### config.mk
export PLATFORM = sky130hd
export DESIGN_NAME = tmseq_top
export DESIGN_NICKNAME = d
export VERILOG_FILES = /design/src/design/tmseq_pkg.sv /design/src/design/tmseq_corr_if.sv /design/src/design/tmseq_ideal_corr.sv /design/src/design/tmseq_top.sv
export VERILOG_INCLUDE_DIRS = /design/src /design/src/design
export SDC_FILE = /design/constraint.sdc
export NUM_CORES = 1
export LEC_CHECK = 0
export ABC_CLOCK_PERIOD_IN_PS = 17770
export BUFFER_PORTS_ARGS = -buffer_cell sky130_fd_sc_hd__buf_2
export CAP_MARGIN = 30
export CELL_PAD_IN_SITES_DETAIL_PLACEMENT = 0
export CELL_PAD_IN_SITES_GLOBAL_PLACEMENT = 1
export CORE_MARGIN = 8
export CORE_UTILIZATION = 40
export CTS_CLUSTER_DIAMETER = 80
export CTS_CLUSTER_SIZE = 12
export DETAILED_ROUTE_END_ITERATION = 6
export PLACE_DENSITY_LB_ADDON = 0.1
export SETUP_SLACK_MARGIN = 0.05
export SLEW_MARGIN = 5
export SYNTH_ARGS = -nofsm -noshare
export SYNTH_HDL_FRONTEND = slang
export SYNTH_SLANG_ARGS = --single-unit
### constraint.sdc
create_clock -name CLK_SYS -period 17.77 [get_ports CLK_SYS]
set_clock_uncertainty 0.2 [all_clocks]
set_input_delay 1.777 -clock CLK_SYS [delete_from_list [all_inputs] [get_ports CLK_SYS]]
set_output_delay 1.777 -clock CLK_SYS [all_outputs]
set_load 0.02 [all_outputs]
### src/design/tmseq_map.svh
// Register map, field positions, reset values and timing counts of the temperature sequencer
`ifndef TMSEQ_MAP_SVH
`define TMSEQ_MAP_SVH

// ************************************************************
// Register byte addresses
// ************************************************************
`define TM_REG_CONFIG 8'h00
`define TM_REG_IDEAL 8'h04
`define TM_REG_DELAY 8'h08
`define TM_REG_STATUS 8'h0c
`define TM_REG_DATA_LOCAL 8'h10
`define TM_REG_DATA_REMOTE1 8'h14
`define TM_REG_DATA_REMOTE2 8'h18

// ************************************************************
// Field positions
// ************************************************************
`define TM_CFG_LOCAL_EN_BIT 0
`define TM_CFG_REMOTE1_EN_BIT 1
`define TM_CFG_REMOTE2_EN_BIT 2
`define TM_CFG_RC_EN_BIT 3
`define TM_CFG_REF_BUF_BIT 4
`define TM_DLY_EN_BIT 0
`define TM_DLY_CODE_LSB 1
`define TM_DLY_CODE_MSB 3

// ************************************************************
// Reset values
// ************************************************************
`define TM_CFG_RST 5'h07
`define TM_IDEAL_RST 8'h00
`define TM_DLY_RST 4'h0

// ************************************************************
// Timing and arithmetic constants
// ************************************************************
`define TM_CLK_FREQ_KHZ 100000
`define TM_LOCAL_SLOT_MS 15
`define TM_REMOTE_SLOT_MS 44
`define TM_REMOTE_RC_SLOT_MS 93
`define TM_DELAY_MIN_MULT 9'h020
`define TM_IDEAL_SCALE 10'sh12c

`endif

### src/design/tmseq_pkg.sv
// Types shared by the temperature sequencer modules
package tmseq_pkg;

    // Sequencer states, one-hot
    typedef enum logic [3:0] {
        TMSEQ_LOAD = 4'b0001,
        TMSEQ_CONV = 4'b0010,
        TMSEQ_ADV = 4'b0100,
        TMSEQ_WAIT = 4'b1000
    } tmseq_state_e;

    // Sensor index: 0 local, 1 remote 1, 2 remote 2, 3 none
    typedef logic [1:0] tmseq_sensor_t;

    // Twelve-bit two's-complement temperature word
    typedef logic signed [11:0] tmseq_temp_t;

endpackage : tmseq_pkg

### src/design/tmseq_corr_if.sv
// Carrier between the sequencer and its ideality correction stage
`timescale 1ns/1ns
interface tmseq_corr_if;
    logic in_valid;
    tmseq_pkg::tmseq_sensor_t in_sel;
    tmseq_pkg::tmseq_temp_t in_raw;
    logic [7:0] adj;
    logic out_valid;
    tmseq_pkg::tmseq_sensor_t out_sel;
    tmseq_pkg::tmseq_temp_t out_temp;

    modport src (output in_valid, output in_sel, output in_raw, output adj,
                 input out_valid, input out_sel, input out_temp);
    modport corr (input in_valid, input in_sel, input in_raw, input adj,
                  output out_valid, output out_sel, output out_temp);
endinterface : tmseq_corr_if

### src/design/tmseq_ideal_corr.sv
// Ideality correction stage: rescales remote readings by the signed adjustment
`timescale 1ns/1ns
`include "tmseq_map.svh"
module tmseq_ideal_corr (
    // Clock and reset
    input wire logic clk,
    input wire logic rst_n,
    // Raw reading in, corrected word out
    tmseq_corr_if.corr cif
);

    // ************************************************************
    // Arithmetic
    // ************************************************************
    localparam logic signed [21:0] SCALE_W = 22'(`TM_IDEAL_SCALE);
    logic signed [9:0] divisor;
    logic signed [21:0] prod;
    logic signed [21:0] quot;
    wire is_remote = (cif.in_sel != 2'd0);
    tmseq_pkg::tmseq_temp_t sat;
    tmseq_pkg::tmseq_temp_t result;

    // Raw is taken at the trimmed ideality; scale by (300 - adj) / 300
    assign divisor = `TM_IDEAL_SCALE - {{2{cif.adj[7]}}, cif.adj}; // RULE2 RULE3
    assign prod = 22'(cif.in_raw * divisor); // RULE3
    assign quot = prod / SCALE_W; // RULE3
    // Clip to the twelve-bit word rather than wrap on extreme adjustments
    assign sat = (quot > 22'sd2047) ? 12'sh7ff :
                 (quot < -22'sd2048) ? 12'sh800 : quot[11:0]; // RULE5 RULE15
    // The local sensor is not a remote diode and bypasses the correction
    assign result = is_remote ? sat : cif.in_raw;

    // Output register, one cycle of latency
    always_ff @(posedge clk) begin
        if (!rst_n) begin
            cif.out_valid <= 1'b0;
            cif.out_sel <= 2'd0;
            cif.out_temp <= 12'sh000;
        end else begin
            cif.out_valid <= cif.in_valid;
            cif.out_sel <= cif.in_sel;
            cif.out_temp <= result;
        end
    end

endmodule : tmseq_ideal_corr

### src/design/tmseq_top.sv
// Background temperature monitor sequencer with register port
// Contract
// RULE1 - After reset the ideality adjustment is zero, giving the trimmed ideality of 1.008.
// RULE2 - The ideality adjustment is an 8-bit two's-complement value from 0x80 (-128) to 0x7F (+127).
// RULE3 - Remote readings use ideality 1.008 * 300 / (300 - adjustment).
// RULE4 - Series-resistance cancellation runs on remote slots only while its enable bit is set.
// RULE5 - Every temperature result is a 12-bit word.
// RULE6 - A finished result goes to its sensor's data register, held off while that register is shifted out.
// RULE7 - Local sensor alone gives a 15 ms cycle; programmable delay spans 0.48 s to 3.84 s. Here delay codes 4 to 7 all give 7.68 s.
// RULE8 - One remote sensor alone gives 44 ms without cancellation and 93 ms with it.
// RULE9 - One remote plus local gives 59 ms without cancellation and 108 ms with it.
// RULE10 - Two remote sensors without local give 88 ms without cancellation and 186 ms with it.
// RULE11 - All three sensors give 103 ms without cancellation and 201 ms with it.
// RULE12 - Software clears the reference buffer bit for an external reference and sets it for the internal one.
// RULE13 - Each sensor has its own enable bit and a disabled sensor is not converted.
// RULE14 - Monitoring runs continuously and each finished cycle starts the next one.
// RULE15 - Results are two's complement, +150 degrees reading as 010010110000.
// RULE16 - Enable and cancellation changes take effect at the start of the next cycle.
`timescale 1ns/1ns
`include "tmseq_map.svh"
module tmseq_top #(
    parameter int unsigned LOCAL_SLOT_CYC = `TM_LOCAL_SLOT_MS * `TM_CLK_FREQ_KHZ,
    parameter int unsigned REMOTE_SLOT_CYC = `TM_REMOTE_SLOT_MS * `TM_CLK_FREQ_KHZ,
    parameter int unsigned REMOTE_RC_SLOT_CYC = `TM_REMOTE_RC_SLOT_MS * `TM_CLK_FREQ_KHZ
) (
    // Clock and reset
    input wire logic CLK_SYS,
    input wire logic NRST,
    // Register port
    input wire logic [7:0] ADDR,
    input wire logic [15:0] WDATA,
    input wire logic WR,
    input wire logic RD,
    output logic [15:0] RDATA,
    // Front end raw readings
    input wire logic RAW_VALID,
    input wire logic [11:0] RAW_TEMP,
    // Serial transfer of a data register in progress
    input wire logic XFER_BUSY,
    input wire logic [1:0] XFER_SEL,
    // Front end control
    output logic [2:0] SENSOR_SEL,
    output logic CONV_START,
    output logic RC_ACTIVE,
    output logic CYCLE_DONE,
    output logic ADC_REF_BUF_EN
);

    // ************************************************************
    // Decoding helpers
    // ************************************************************

    // First enabled sensor at or above the given index, 3 when none
    function automatic tmseq_pkg::tmseq_sensor_t tmseq_next_sensor(
        input tmseq_pkg::tmseq_sensor_t from, input logic [2:0] en);
        tmseq_pkg::tmseq_sensor_t r;
        r = 2'd3;
        for (int i = 2; i >= 0; i--) begin
            if (en[i] && (2'(i) >= from)) begin
                r = 2'(i);
            end
        end
        return r;
    endfunction : tmseq_next_sensor

    // Slot length minus one for a sensor under the given cancellation setting
    function automatic logic [31:0] tmseq_slot_last(
        input tmseq_pkg::tmseq_sensor_t s, input logic rc);
        logic [31:0] n;
        n = (s == 2'd0) ? 32'(LOCAL_SLOT_CYC) :
            (rc ? 32'(REMOTE_RC_SLOT_CYC) : 32'(REMOTE_SLOT_CYC));
        return n - 32'h1;
    endfunction : tmseq_slot_last

    // ************************************************************
    // Register port
    // ************************************************************
    logic [4:0] cfg_reg;
    logic [7:0] adj_reg;
    logic [3:0] dly_reg;
    logic [11:0] data_reg [3];
    logic [2:0] pend_reg;
    logic [11:0] pend_val_reg [3];
    logic [7:0] done_cnt_reg;
    tmseq_pkg::tmseq_state_e state_reg;
    tmseq_pkg::tmseq_sensor_t sel_reg;

    wire wr_cfg = WR && (ADDR == `TM_REG_CONFIG);
    wire wr_adj = WR && (ADDR == `TM_REG_IDEAL);
    wire wr_dly = WR && (ADDR == `TM_REG_DELAY);
    wire converting = (state_reg == tmseq_pkg::TMSEQ_CONV);
    wire waiting = (state_reg == tmseq_pkg::TMSEQ_WAIT);
    logic [15:0] status_word;
    logic [15:0] rd_mux;

    // Status shows the live sequencer position and results still held off
    assign status_word = {done_cnt_reg, pend_reg, waiting, converting, SENSOR_SEL};
    // Unmapped addresses read as zero
    assign rd_mux = (ADDR == `TM_REG_CONFIG) ? {11'h000, cfg_reg} :
                    (ADDR == `TM_REG_IDEAL) ? {8'h00, adj_reg} :
                    (ADDR == `TM_REG_DELAY) ? {12'h000, dly_reg} :
                    (ADDR == `TM_REG_STATUS) ? status_word :
                    (ADDR == `TM_REG_DATA_LOCAL) ? {4'h0, data_reg[0]} :
                    (ADDR == `TM_REG_DATA_REMOTE1) ? {4'h0, data_reg[1]} :
                    (ADDR == `TM_REG_DATA_REMOTE2) ? {4'h0, data_reg[2]} : 16'h0000;

    // Writable control registers
    always_ff @(posedge CLK_SYS) begin
        if (!NRST) begin
            cfg_reg <= `TM_CFG_RST;
            adj_reg <= `TM_IDEAL_RST; // RULE1
            dly_reg <= `TM_DLY_RST;
        end else begin
            if (wr_cfg) begin
                cfg_reg <= WDATA[4:0]; // RULE13
            end
            if (wr_adj) begin
                adj_reg <= WDATA[7:0]; // RULE2
            end
            if (wr_dly) begin
                dly_reg <= WDATA[3:0];
            end
        end
    end

    // Read data stands only in the cycle after the strobe
    always_ff @(posedge CLK_SYS) begin
        if (!NRST) begin
            RDATA <= 16'h0000;
            ADC_REF_BUF_EN <= 1'b0;
        end else begin
            RDATA <= RD ? rd_mux : 16'h0000;
            // Software owns the choice of reference; the block only drives the buffer
            ADC_REF_BUF_EN <= cfg_reg[`TM_CFG_REF_BUF_BIT]; // RULE12
        end
    end

    // ************************************************************
    // Monitoring sequencer
    // ************************************************************
    logic [2:0] act_en_reg;
    logic act_rc_reg;
    logic [31:0] slot_cnt_reg;
    logic [31:0] cyc_cnt_reg;
    logic [31:0] cyc_len_reg;
    logic [31:0] wait_cnt_reg;
    logic [8:0] rep_reg;

    wire [2:0] cfg_en = cfg_reg[2:0];
    wire cfg_rc = cfg_reg[`TM_CFG_RC_EN_BIT];
    wire tmseq_pkg::tmseq_sensor_t first_sel = tmseq_next_sensor(2'd0, cfg_en);
    wire tmseq_pkg::tmseq_sensor_t adv_sel = tmseq_next_sensor(2'(sel_reg + 2'd1), act_en_reg);
    wire dly_en = dly_reg[`TM_DLY_EN_BIT];
    wire [8:0] dly_mult = `TM_DELAY_MIN_MULT << dly_reg[`TM_DLY_CODE_MSB:`TM_DLY_CODE_LSB];
    logic [2:0] sel_onehot;

    // One-hot select of the sensor in its slot
    assign sel_onehot = (adv_sel == 2'd3) ? 3'b000 : (3'b001 << adv_sel);

    // State and counters; config is frozen for the whole cycle
    always_ff @(posedge CLK_SYS) begin
        if (!NRST) begin
            state_reg <= tmseq_pkg::TMSEQ_LOAD;
            sel_reg <= 2'd0;
            act_en_reg <= 3'b000;
            act_rc_reg <= 1'b0;
            slot_cnt_reg <= 32'h0;
            cyc_cnt_reg <= 32'h0;
            cyc_len_reg <= 32'h0;
            wait_cnt_reg <= 32'h0;
            rep_reg <= 9'h000;
            done_cnt_reg <= 8'h00;
            SENSOR_SEL <= 3'b000;
            CONV_START <= 1'b0;
            RC_ACTIVE <= 1'b0;
            CYCLE_DONE <= 1'b0;
        end else begin
            CONV_START <= 1'b0;
            CYCLE_DONE <= 1'b0;
            unique case (state_reg)
                tmseq_pkg::TMSEQ_LOAD: begin
                    act_en_reg <= cfg_en; // RULE16
                    act_rc_reg <= cfg_rc; // RULE16
                    cyc_cnt_reg <= 32'h1;
                    // With nothing enabled the sequencer idles here
                    if (first_sel != 2'd3) begin // RULE13
                        sel_reg <= first_sel;
                        slot_cnt_reg <= tmseq_slot_last(first_sel, cfg_rc); // RULE7 RULE8
                        SENSOR_SEL <= 3'b001 << first_sel;
                        RC_ACTIVE <= cfg_rc && (first_sel != 2'd0); // RULE4
                        CONV_START <= 1'b1;
                        state_reg <= tmseq_pkg::TMSEQ_CONV;
                    end
                end
                tmseq_pkg::TMSEQ_CONV: begin
                    cyc_cnt_reg <= cyc_cnt_reg + 32'h1;
                    if (slot_cnt_reg == 32'h0) begin
                        state_reg <= tmseq_pkg::TMSEQ_ADV;
                    end else begin
                        slot_cnt_reg <= slot_cnt_reg - 32'h1;
                    end
                end
                tmseq_pkg::TMSEQ_ADV: begin
                    cyc_cnt_reg <= cyc_cnt_reg + 32'h1;
                    SENSOR_SEL <= sel_onehot;
                    RC_ACTIVE <= act_rc_reg && (adv_sel != 2'd3); // RULE4
                    // Slots add up: each enabled sensor, local or remote, adds its own slot
                    if (adv_sel != 2'd3) begin // RULE9 RULE10 RULE11
                        sel_reg <= adv_sel;
                        slot_cnt_reg <= tmseq_slot_last(adv_sel, act_rc_reg); // RULE8
                        CONV_START <= 1'b1;
                        state_reg <= tmseq_pkg::TMSEQ_CONV;
                    end else begin
                        CYCLE_DONE <= 1'b1;
                        done_cnt_reg <= done_cnt_reg + 8'h01;
                        // The count has not yet taken in this closing clock, so add it
                        cyc_len_reg <= cyc_cnt_reg + 32'h1;
                        if (dly_en) begin
                            // Period becomes mult times the cycle: wait mult-1 cycles more
                            rep_reg <= dly_mult - 9'h001; // RULE7
                            wait_cnt_reg <= cyc_cnt_reg + 32'h1;
                            state_reg <= tmseq_pkg::TMSEQ_WAIT;
                        end else begin
                            state_reg <= tmseq_pkg::TMSEQ_LOAD; // RULE14
                        end
                    end
                end
                tmseq_pkg::TMSEQ_WAIT: begin
                    if (wait_cnt_reg > 32'h1) begin
                        wait_cnt_reg <= wait_cnt_reg - 32'h1;
                    end else if (rep_reg > 9'h001) begin
                        rep_reg <= rep_reg - 9'h001;
                        wait_cnt_reg <= cyc_len_reg;
                    end else begin
                        state_reg <= tmseq_pkg::TMSEQ_LOAD; // RULE14
                    end
                end
            endcase
        end
    end

    // ************************************************************
    // Correction stage
    // ************************************************************
    tmseq_corr_if cif ();

    // Raw words only count while a real slot is converting
    assign cif.in_valid = RAW_VALID && converting;
    assign cif.in_sel = sel_reg;
    assign cif.in_raw = RAW_TEMP;
    assign cif.adj = adj_reg; // RULE3

    tmseq_ideal_corr u_corr (
        .clk(CLK_SYS),
        .rst_n(NRST),
        .cif(cif)
    );

    // ************************************************************
    // Result posting
    // ************************************************************
    // A result is parked until its register is free of the serial transfer.
    // A newer result replaces a parked one, so the register never goes stale.
    for (genvar g = 0; g < 3; g++) begin : g_post
        wire hit = cif.out_valid && (cif.out_sel == 2'(g));
        wire blocked = XFER_BUSY && (XFER_SEL == 2'(g));
        wire commit = pend_reg[g] && !blocked;

        always_ff @(posedge CLK_SYS) begin
            if (!NRST) begin
                pend_reg[g] <= 1'b0;
                pend_val_reg[g] <= 12'h000;
                data_reg[g] <= 12'h000;
            end else begin
                if (hit) begin
                    pend_reg[g] <= 1'b1;
                    pend_val_reg[g] <= cif.out_temp; // RULE5
                end else if (commit) begin
                    pend_reg[g] <= 1'b0;
                end
                if (commit) begin
                    data_reg[g] <= pend_val_reg[g]; // RULE6 RULE15
                end
            end
        end
    end

endmodule : tmseq_top

# Word level (Yosys, flattened, before mapping)
# Memories as Yosys holds them, arrays and structs flattened.
# Index checks and enable logic that the tools add are counted.
dict set report totals {
  register_bits 213
  ram_bits 72
  inputBits 44
  output_inout_bits 23
  elab_cells 220
  n_memories 2
}
# name depth word_bits rd rd_clocked_by_memory_dff wr line_no
set memory_table {}
lappend memory_table {data_reg 3 12 3 0 3 tmseq_top.sv:81} ;# logic [11:0] data_reg [3];
lappend memory_table {pend_val_reg 3 12 3 0 3 tmseq_top.sv:83} ;# logic [11:0] pend_val_reg [3];
dict set report classes {
  add_sub_neg 10
  multipliers 1
  div_mod_pow 1
  order_cmp 7
  eq_ne 27
  shift 3
  muxes 85
  n_bitwise 9
  n_reduce_logical 48
}
# operator n
set ops {}
lappend ops {{two-way mux 32 bit} 7}
lappend ops {{two-way mux 12 bit} 12}
lappend ops {{one-hot mux 32 bit (2 select lines)} 2}
lappend ops {{two-way mux 24 bit} 4}
lappend ops {{one-hot mux 32 bit (3 select lines)} 1}
lappend ops {{subtractor 32 x 1 -> 32 bit (second input constant)} 2}
lappend ops {{subtractor 24 x 1 -> 25 bit (second input constant)} 2}
lappend ops {{two-way mux 9 bit} 4}
lappend ops {{adder 32 x 1 -> 32 bit (second input constant)} 1}
lappend ops {{> comparator 32 x 1 -> 1 bit (second input constant)} 1}
lappend ops {{zero test 32 bit} 1}
lappend ops {{two-way mux 1 bit} 31}
lappend ops {{equality test 8 x 5 -> 1 bit (second input constant)} 3}
lappend ops {{two-way mux 4 bit} 6}
lappend ops {{divider 22 x 10 -> 22 bit (second input constant)} 1}
lappend ops {{> comparator 22 x 12 -> 1 bit (second input constant)} 1}
lappend ops {{less-than comparator 22 x 12 -> 1 bit (second input constant)} 1}
lappend ops {{multiplier 12 x 10 -> 22 bit} 1}
lappend ops {{logical AND 1 bit} 18}
lappend ops {{inequality test 2 bit (second input constant)} 9}
lappend ops {{one-hot mux 9 bit (2 select lines)} 1}
lappend ops {{subtractor 9 x 1 -> 9 bit (second input constant)} 2}
lappend ops {{equality test 8 x 4 -> 1 bit (second input constant)} 2}
lappend ops {{two-way mux 16 bit} 1}
lappend ops {{other kinds (39)} 77}

# Longest topological paths before layout
# Gate-level depths: netlist (run 1).
dict set report logic_depth {
  ltp_word 11
  mapped_depth 76
  ltp_nobuf 68
}

# By module
# From an unflattened synthesis (run 1), not the netlist that was laid out.
dict set report unflattened {
  cells_unflattened 2922
  area_unflattened_um2 24409.7
}
# mod n_inst cells_per_inst area_each_um2 seq_area_each_um2
set modules_own_cells {}
lappend modules_own_cells {tmseq_top 1 1504 13364.1 6125.9}
lappend modules_own_cells {tmseq_ideal_corr 1 1418 11045.6 300.3}

# Worst setup path before layout (run 1)
# Ideal clock, no wire load.
dict set report synth_path {
  path_kind {input-to-reg}
  from {input port RAW_TEMP[6]}
  to {register u_corr.cif.out_temp[10]}
  setup_time_ns 0.144
  arrival_ns 17.595
  required_ns 17.426
  setup_slack_ns -0.170
  cell_stages 67
  n_path_buf 6
  cell_sequence {clkbuf_1 nand2_1 fa_1 fa_1 fa_1 inv_1 fa_1 inv_1 fa_1 inv_1 ha_1 buf_2 o211a_1 o31a_1 nor3_1 o221ai_1 or4_4 nor2_4 [31 not listed] mux2i_1 o22a_2 o211ai_1 and3_1 or2_0 nor4_1 o32ai_2 a211oi_1 a41o_1 ha_1 nor3b_1 a21oi_1 xor2_1 a32oi_1 a41oi_1 o21ai_1 buf_2 a221oi_2}
}
dict set report synth_via {
  elab_chain_len 6
  elab_cells_between_ends 7
  classes_between {1 x mul; 1 x div; 2 x order compare; 3 x mux}
}
# element line_no
set synth_lines {}
lappend synth_lines {{from (decl)} tmseq_top.sv:37} ;# input wire logic [11:0] RAW_TEMP,
lappend synth_lines {{multiplier 12 x 10 -> 22 bit *} tmseq_ideal_corr.sv:25} ;# assign prod = 22'(cif.in_raw * divisor);
lappend synth_lines {{divider 22 x 10 -> 22 bit *} tmseq_ideal_corr.sv:26} ;# assign quot = prod / SCALE_W;
lappend synth_lines {{less-than comparator 22 x 12 -> 1 bit} tmseq_ideal_corr.sv:29} ;# (quot < -22'sd2048) ? 12'sh800 : quot[11:0];
lappend synth_lines {{two-way mux 12 bit} tmseq_ideal_corr.sv:29}
lappend synth_lines {{two-way mux 12 bit *} tmseq_ideal_corr.sv:28} ;# assign sat = (quot > 22'sd2047) ? 12'sh7ff :
lappend synth_lines {{two-way mux 12 bit *} tmseq_ideal_corr.sv:31} ;# assign result = is_remote ? sat : cif.in_raw;
lappend synth_lines {{to (signal assigned)} tmseq_ideal_corr.sv:42} ;# cif.out_temp <= result;
lappend synth_lines {{to (decl)} tmseq_corr_if.sv:15} ;# output out_valid, output out_sel, output out_temp);
# Mark *: on every way between the ends. The rest lies on a longest branch, timed or not.
# A chain may end at the register's enable or synchronous reset.

# Worst setup path after layout (run 1)
dict set report layout_path {
  from {input port RAW_TEMP[5]}
  to {register u_corr.cif.out_temp[7]}
}
# Same word-level chain as after synthesis.

==> qor.log, run 1 <==
qor: status.outcome complete, no violations
qor: yosys.synth.distinct_cells 118
qor: routing.drt.antenna.violating_nets 0
qor: finish.layout-area-overhead-vs-synth 32.33%
qor: placed_design.place.port_buffers 58
qor: worst_setup_path.worst_path_max_fanout 7
qor: routing.remaining_drc_errors 0
qor: clock_tree.cts_hold_repair.buffers 0
qor: yosys.synth_most_common_cell nor2_1
qor: yosys.synthTopCellsByCount nor2_1, nand2_1, dfxtp_1
qor: clock_tree.htree_num_levels 1
qor: clock_tree.path_clk_slew 0.07 ns
qor: clock_tree.cts-buffers-inserted 27
qor: floorplanning.die-height 253.7 microns
qor: yosys.syn_inst 2766
qor: worst_setup_path.rr_startpoint adj_reg[0]
qor: grt.antenna_found_initial 2
qor: grt.global_route.usage.total 0.2106
qor: clock_tree.tritoncts built
qor: sta.finalWorstSetupSlack 0.3792 ns
qor: sta.number_of_hold_violations_in_the_final_report 0
qor: sta.post-route-period-util 0.9787
qor: yosys.post_synth_main_area_contributors dfxtp_1, edfxtp_1, fa_1
qor: grt.first_global_vias 21320
qor: worst_setup_path.cp.required 18.02 ns
qor: routing.firstDrtPassIters 6
qor: yosys.synth.avg_cell_area 8.174 sq um
qor: worst_setup_path.critical_path_arrival 17.64 ns
qor: sta.fin_crit 17.39 ns
qor: worst_setup_path.startpoint_type input pin
qor: sta.max_freq 0.05750 GHz
qor: worst_hold_path.min_from wait_cnt_reg[6]
qor: sta.maxSlewViolCount 0
qor: floorplanning.floorplan.initialDensity 0.4025
qor: routing.avgViaCountPerCell 5.450
qor: finish.layout.core_utilization 0.5326
qor: yosys.synthFlopType dfxtp_1
qor: clock_tree.clk_root_buffer_cell clkbuf_16
qor: worst_setup_path.r2r_slack 0.49 ns
qor: routing.vias 21872
qor: worst_setup_path.worst_path_max_delay_cell fa_2
qor: worst_setup_path.endpoint_kind register
qor: flow_run.maxCapViolations 0
qor: worst_setup_path.setup.worst_path.class input pin to register
qor: routing.wire_per_inst 17.70 microns
qor: sta.timing.slew.headroom 0.1430
qor: sta.unrepaired_setup_endpoints_after_global_routing yes
qor: floorplanning.die_width 253.7 microns
qor: placed_design.dp_hpwl 53040 microns
qor: floorplanning.top_level_ports 67
qor: yosys.ys_ff_latch 285
qor: grt.grt_first_pass_wirelength 112000 microns
qor: worst_setup_path.most_prevalent_standard_cell_on_the_critical_path buf_4
qor: floorplanning.fp.coreArea 0.05617 sq mm
qor: yosys.synthesis.nets 2983
qor: routing.drtIter0Drc 1224
qor: yosys.synth_edf_count 72
qor: clock_tree.clock_tree.buffer_depth 3
qor: placed_design.gp_congestion 0.8675
qor: finish.share_of_cells_above_drive_strength_1 0.2902
qor: sta.final-setup-viol-count 0
qor: worst_setup_path.critical_path.startpoint RAW_TEMP[5]
qor: placed_design.pre_cts_setup_slack -1.111 ns
qor: floorplanning.rows 87
qor: finish.finalInstanceArea 0.02992 sq mm
qor: grt.grt_max_degree 86
qor: clock_tree.cts.sink_count 285
qor: finish.layout.nets 3464
qor: yosys.yosysWarningCount 0
qor: worst_setup_path.cpPeakStageDelay 0.58 ns
qor: yosys.synth_sequential_area_ratio 0.2842
qor: floorplanning.die_footprint 0.06438 sq mm
qor: sta.worst_pin_slew 1.276 ns
qor: sta.whs 0.2659 ns
qor: routing.postRouteWirelength 71030 microns
qor: clock_tree.worst_skew_pair.late_latency 0.57 ns
qor: yosys.yosysTopAreaCell dfxtp_1
qor: yosys.yosysTopAreaCellShare 0.1886
qor: grt.grt.overflow.total 0
qor: yosys.mappedNetlistArea 0.02261 sq mm
qor: worst_hold_path.worst_hold_path_type register to register
qor: yosys.synth-async-reset-ratio 0
qor: placed_design.placed_cell_area 0.02696 sq mm
worst paths after layout:
path	endpoint	cells past startpoint
worst max-delay path	u_corr.cif.out_temp[7]	69
worst min-delay path	wait_cnt_reg[6]	2
worst max register to register	u_corr.cif.out_temp[7]	73
worst min register to register	wait_cnt_reg[6]	2
cell type report:
cell class | instances | area, sq um
fillers | 5253 | 26250
diodes | 1 | 2.502
repair buffers | 579 | 4462
multi-input cells | 2175 | 16670
clock inverters | 2 | 25.02
flip-flops and latches | 285 | 6426
clock buffers | 36 | 709.4
well taps | 756 | 945.9
inverters | 179 | 674.4
critical path, delay by kind of cell:
family / cells / cell delay (ns)
xor gates and xnor gates: 1 / 0.15
and+or+nand+nor: 15 / 3.94
buffers and inverters: 13 / 1.66
muxes: 4 / 0.95
AOI/OAI and AO/OA: 28 / 6.28
adders and majority gates: 8 / 2.84
cell usage in the layout (no fill, tap or decap), types with 11 or more instances in the layout:
cell / netlist / layout
buf_4: 0 / 486
nor2_1: 306 / 294
nand2_1: 268 / 246
dfxtp_1: 213 / 213
inv_1: 177 / 167
a21oi_1: 173 / 152
o21ai_0: 133 / 123
and2_1: 119 / 112
xnor2_1: 113 / 97
nand3_1: 94 / 91
fa_1: 94 / 89
edfxtp_1: 72 / 72
ha_1: 79 / 62
a211oi_1: 65 / 55
nor3_1: 70 / 52
buf_2: 3 / 51
xor2_1: 55 / 48
o211ai_1: 46 / 46
a22oi_1: 43 / 42
a31oi_1: 42 / 37
buf_6: 4 / 32
or3_1: 32 / 30
and3_1: 35 / 30
clkbuf_16: 0 / 28
nor4_1: 35 / 26
nand2_2: 2 / 23
a21oi_2: 2 / 21
nor3_2: 3 / 18
a21o_1: 17 / 16
nand2b_1: 16 / 16
xnor2_2: 1 / 15
ha_4: 0 / 15
o22ai_1: 17 / 14
nand4_1: 13 / 13
o21ai_2: 1 / 12
or2_2: 13 / 12
o21ai_1: 14 / 11
metal layers:
layer  up-vias  routed length, microns  track usage  part of all wire
met1     10583                   31170       0.2704              0.44
met4         0                    1460      0.04919             0.021
met3        88                    2612      0.02147             0.037
met2       375                   35790       0.3775              0.50
li1      10826                       -            -                 -
met5         -                       0            0                 0
logic make-up after synthesis:
family / after synthesis / synth area share
AO/OA/AOI/OAI: 729 / 0.2241
buffers and inverters: 306 / 0.05258
adder cells (fa/ha/maj): 175 / 0.1278
XOR/XNOR: 169 / 0.06580
flip-flops: 285 / 0.2842
multiplexers: 28 / 0.01406
AND/OR/NAND/NOR: 1074 / 0.2313
metrics by stage:
step,setup TNS (ns),std cells
floorplan,0,2766
global placement,-9.236,3913
detailed placement,-11.48,3918
CTS,0,3959
global route,-2.425,4013
finish,0,4013
timing repair:
| action | in CTS | in global routing |
|---|---|---|
| buffers inserted | 3 | 52 |
| setup endpoints to repair | 11 | 12 |
| gates cloned | 0 | 1 |
| resized for setup | 55 | 310 |
| pin swaps | 11 | 145 |
Power of run 1 is not shown: default switching activity piles up to over one toggle a cycle in this logic, so the estimate is an artifact.
==> run 2, diff against run 1 <==
--- a/config.mk
+++ b/config.mk
@@ -11,6 +11,7 @@
 export CAP_MARGIN = 30
 export CELL_PAD_IN_SITES_DETAIL_PLACEMENT = 0
 export CELL_PAD_IN_SITES_GLOBAL_PLACEMENT = 1
+export CORE_ASPECT_RATIO = 1.75
 export CORE_MARGIN = 8
 export CORE_UTILIZATION = 40
 export CTS_CLUSTER_DIAMETER = 80
==> run 2 against run 1 <==
Effect of this change:
- sequential share of layout area grew 0.39 points
- routed wire length is 3.2% higher
- worst setup slack improved by 0.12 ns
- first-iteration DRC count is 24% lower
- die area rose by 0.47%
- critical endpoint is now u_corr.cif.out_temp[5]
- design area down 1.8%
- count of clock-buffer cells in the layout is the same
- utilization fell by 0.89 points
- non-clock buffer count decreased by 30
- hold slack got worse by 0.0088 ns
==> qor.log, run 2 (synthesis gave the netlist of run 1 again) <==
qor: status.outcome complete, no violations [unchanged]
qor: routing.firstDrtPassIters 6 [unchanged]
qor: routing.avgViaCountPerCell 5.606 [was 5.450]
qor: floorplanning.die_footprint 0.06468 sq mm [was 0.06438 sq mm]
qor: routing.drtIter0Drc 935 [was 1224]
qor: floorplanning.floorplan.initialDensity 0.4029 [was 0.4025]
qor: floorplanning.die-height 330.5 microns [was 253.7 microns]
qor: routing.vias 22042 [was 21872]
qor: worst_setup_path.worst_path_max_delay_cell mux4_2 [was fa_2]
qor: grt.grt.overflow.total 0 [unchanged]
qor: routing.drt.antenna.violating_nets 0 [unchanged]
qor: grt.grt_max_degree 67 [was 86]
qor: sta.maxSlewViolCount 0 [unchanged]
qor: sta.fin_crit 17.28 ns [was 17.39 ns]
qor: finish.multi_input_combinational_cell_area 0.01654 sq mm [was 0.01667 sq mm]
qor: floorplanning.top_level_ports 67 [unchanged]
qor: floorplanning.fp.coreArea 0.05612 sq mm [was 0.05617 sq mm]
qor: finish.most_common_cell_after_layout_fill_and_taps_aside buf_4 [unchanged]
qor: finish.layout-area-overhead-vs-synth 30.00% [was 32.33%]
qor: sta.worst_pin_slew 0.9503 ns [was 1.276 ns]
qor: routing.wire_per_inst 18.64 microns [was 17.70 microns]
qor: placed_design.gp_congestion 0.8686 [was 0.8675]
qor: floorplanning.rows 115 [was 87]
qor: placed_design.dp_hpwl 56930 microns [was 53040 microns]
qor: finish.layout.cells.most_common_list buf_4, nor2_1, nand2_1 [unchanged]
qor: worst_setup_path.setup.worst_path.class input pin to register [unchanged]
qor: finish.seq_area 0.006426 sq mm [unchanged]
qor: routing.remaining_drc_errors 0 [unchanged]
qor: worst_setup_path.critical_path_arrival 17.49 ns [was 17.64 ns]
qor: worst_setup_path.endpoint_kind register [unchanged]
qor: worst_setup_path.startpoint_type input pin [unchanged]
qor: sta.post-route-period-util 0.9722 [was 0.9787]
qor: grt.antenna_found_initial 9 [was 2]
qor: finish.layout.nets 3434 [was 3464]
qor: clock_tree.tritoncts built [unchanged]
qor: flow_run.maxCapViolations 0 [unchanged]
qor: clock_tree.cts_hold_repair.buffers 0 [unchanged]
qor: sta.timing.slew.headroom 0.3606 [was 0.1430]
qor: routing.postRouteWirelength 73290 microns [was 71030 microns]
qor: grt.first_global_vias 22514 [was 21320]
qor: worst_setup_path.worst_path_max_fanout 5 [was 7]
qor: finish.stdcell_count 3932 [was 4013]
qor: grt.global_route.usage.total 0.2194 [was 0.2106]
qor: worst_hold_path.worst_hold_path_type register to register [unchanged]
qor: worst_setup_path.most_prevalent_standard_cell_on_the_critical_path buf_4 [unchanged]
qor: placed_design.place.port_buffers 58 [unchanged]
qor: clock_tree.clk_root_buffer_cell clkbuf_16 [unchanged]
qor: sta.number_of_hold_violations_in_the_final_report 0 [unchanged]
qor: finish.share_of_cells_above_drive_strength_1 0.2777 [was 0.2902]
qor: clock_tree.cts.sink_count 285 [unchanged]
qor: worst_setup_path.cp.required 17.98 ns [was 18.02 ns]
qor: sta.final-setup-viol-count 0 [unchanged]
qor: clock_tree.htree_num_levels 1 [unchanged]
qor: floorplanning.die_width 195.7 microns [was 253.7 microns]
qor: clock_tree.path_clk_slew 0.06 ns [was 0.07 ns]
qor: placed_design.cells_after_dpl 3853 [was 3918]
qor: finish.fillers 5360 [was 5253]
qor: clock_tree.clock_tree.buffer_depth 3 [unchanged]
qor: sta.max_freq 0.05789 GHz [was 0.05750 GHz]
qor: clock_tree.cts-buffers-inserted 27 [unchanged]
qor: clock_tree.worst_skew_pair.late_latency 0.57 ns [about the same]
qor: grt.grt_first_pass_wirelength 116100 microns [was 112000 microns]
qor: worst_setup_path.cpPeakStageDelay 0.57 ns [was 0.58 ns]
run 2: cell types whose count changed in the layout (fill, tap and decap cells not counted), moves of 4 or more:
cell,previous run,this run
xor2_2,6,2
xor2_1,48,52
a21oi_1,152,156
nand2_2,23,16
a21oi_2,21,14
nand2_1,246,252
a221oi_4,8,2
nor3_2,18,14
a221oi_2,6,10
buf_4,486,469
buf_6,32,23
run 2: worst paths after layout:
path / endpoint / slack (ns) / from / cells past startpoint
setup / recovery: u_corr.cif.out_temp[5] / 0.49 / RAW_TEMP[8] / 65
hold / removal: cyc_len_reg[1] / 0.26 / cyc_len_reg[1] / 2
setup reg to reg: u_corr.cif.out_temp[5] / 0.60 / adj_reg[0] / 73
hold reg to reg: cyc_len_reg[1] / 0.26 / cyc_len_reg[1] / 2
run 2: repair_timing:
item,CTS,global route
gates resized for setup,56,280
pin swaps,16,124
gates cloned,0,1
setup buffers,9,26
setup endpoints to repair,11,12
run 2: worst max-delay path, delay by kind of cell:
kind,cells,cell delay (ns)
adders and majority gates,7,3.09
and+or+nand+nor,14,3.39
xor gates and xnor gates,2,0.33
AOI/OAI and AO/OA,25,5.54
muxes,4,1.63
buffers and inverters,13,1.70
run 2: area by class of cell:
| type | count | area share |
|---|---|---|
| sequential | 285 | 0.2187 |
| clock buffer | 36 | 0.02414 |
| multi-input combinational | 2175 | 0.5628 |
| clock inverter | 2 | 0.0008515 |
| timing repair buffer | 549 | 0.1404 |
| tap | 702 | 0.02989 |
| inverter | 179 | 0.02295 |
| antenna | 4 | 0.0003406 |
run 2: metrics by stage:
stage	setup TNS, ns	area [sq um]	hold slack [ns]	worst slack (ns)	utilization
2_1_floorplan	0	22630	0.2318	0.05984	-
3_3_place_gp	-7.403	26760	0.2468	-0.7354	0.4769
3_5_place_dp	-10.24	26780	0.2495	-0.9654	0.4772
4_1_cts	0	27880	0.2619	0.05302	0.4969
5_1_grt	-0.4587	29380	0.2932	-0.05122	0.5236
6_report	0	29390	0.2571	0.4944	0.5237
run 2: routing by layer:
metal,track usage,wire [microns],vias up
li1,-,-,10784
met3,0.02105,2193,167
met2,0.4616,42200,391
met4,0.09089,3105,8
met5,0,51,-
met1,0.2091,25740,10692
Power of run 2 is left out for the same reason.
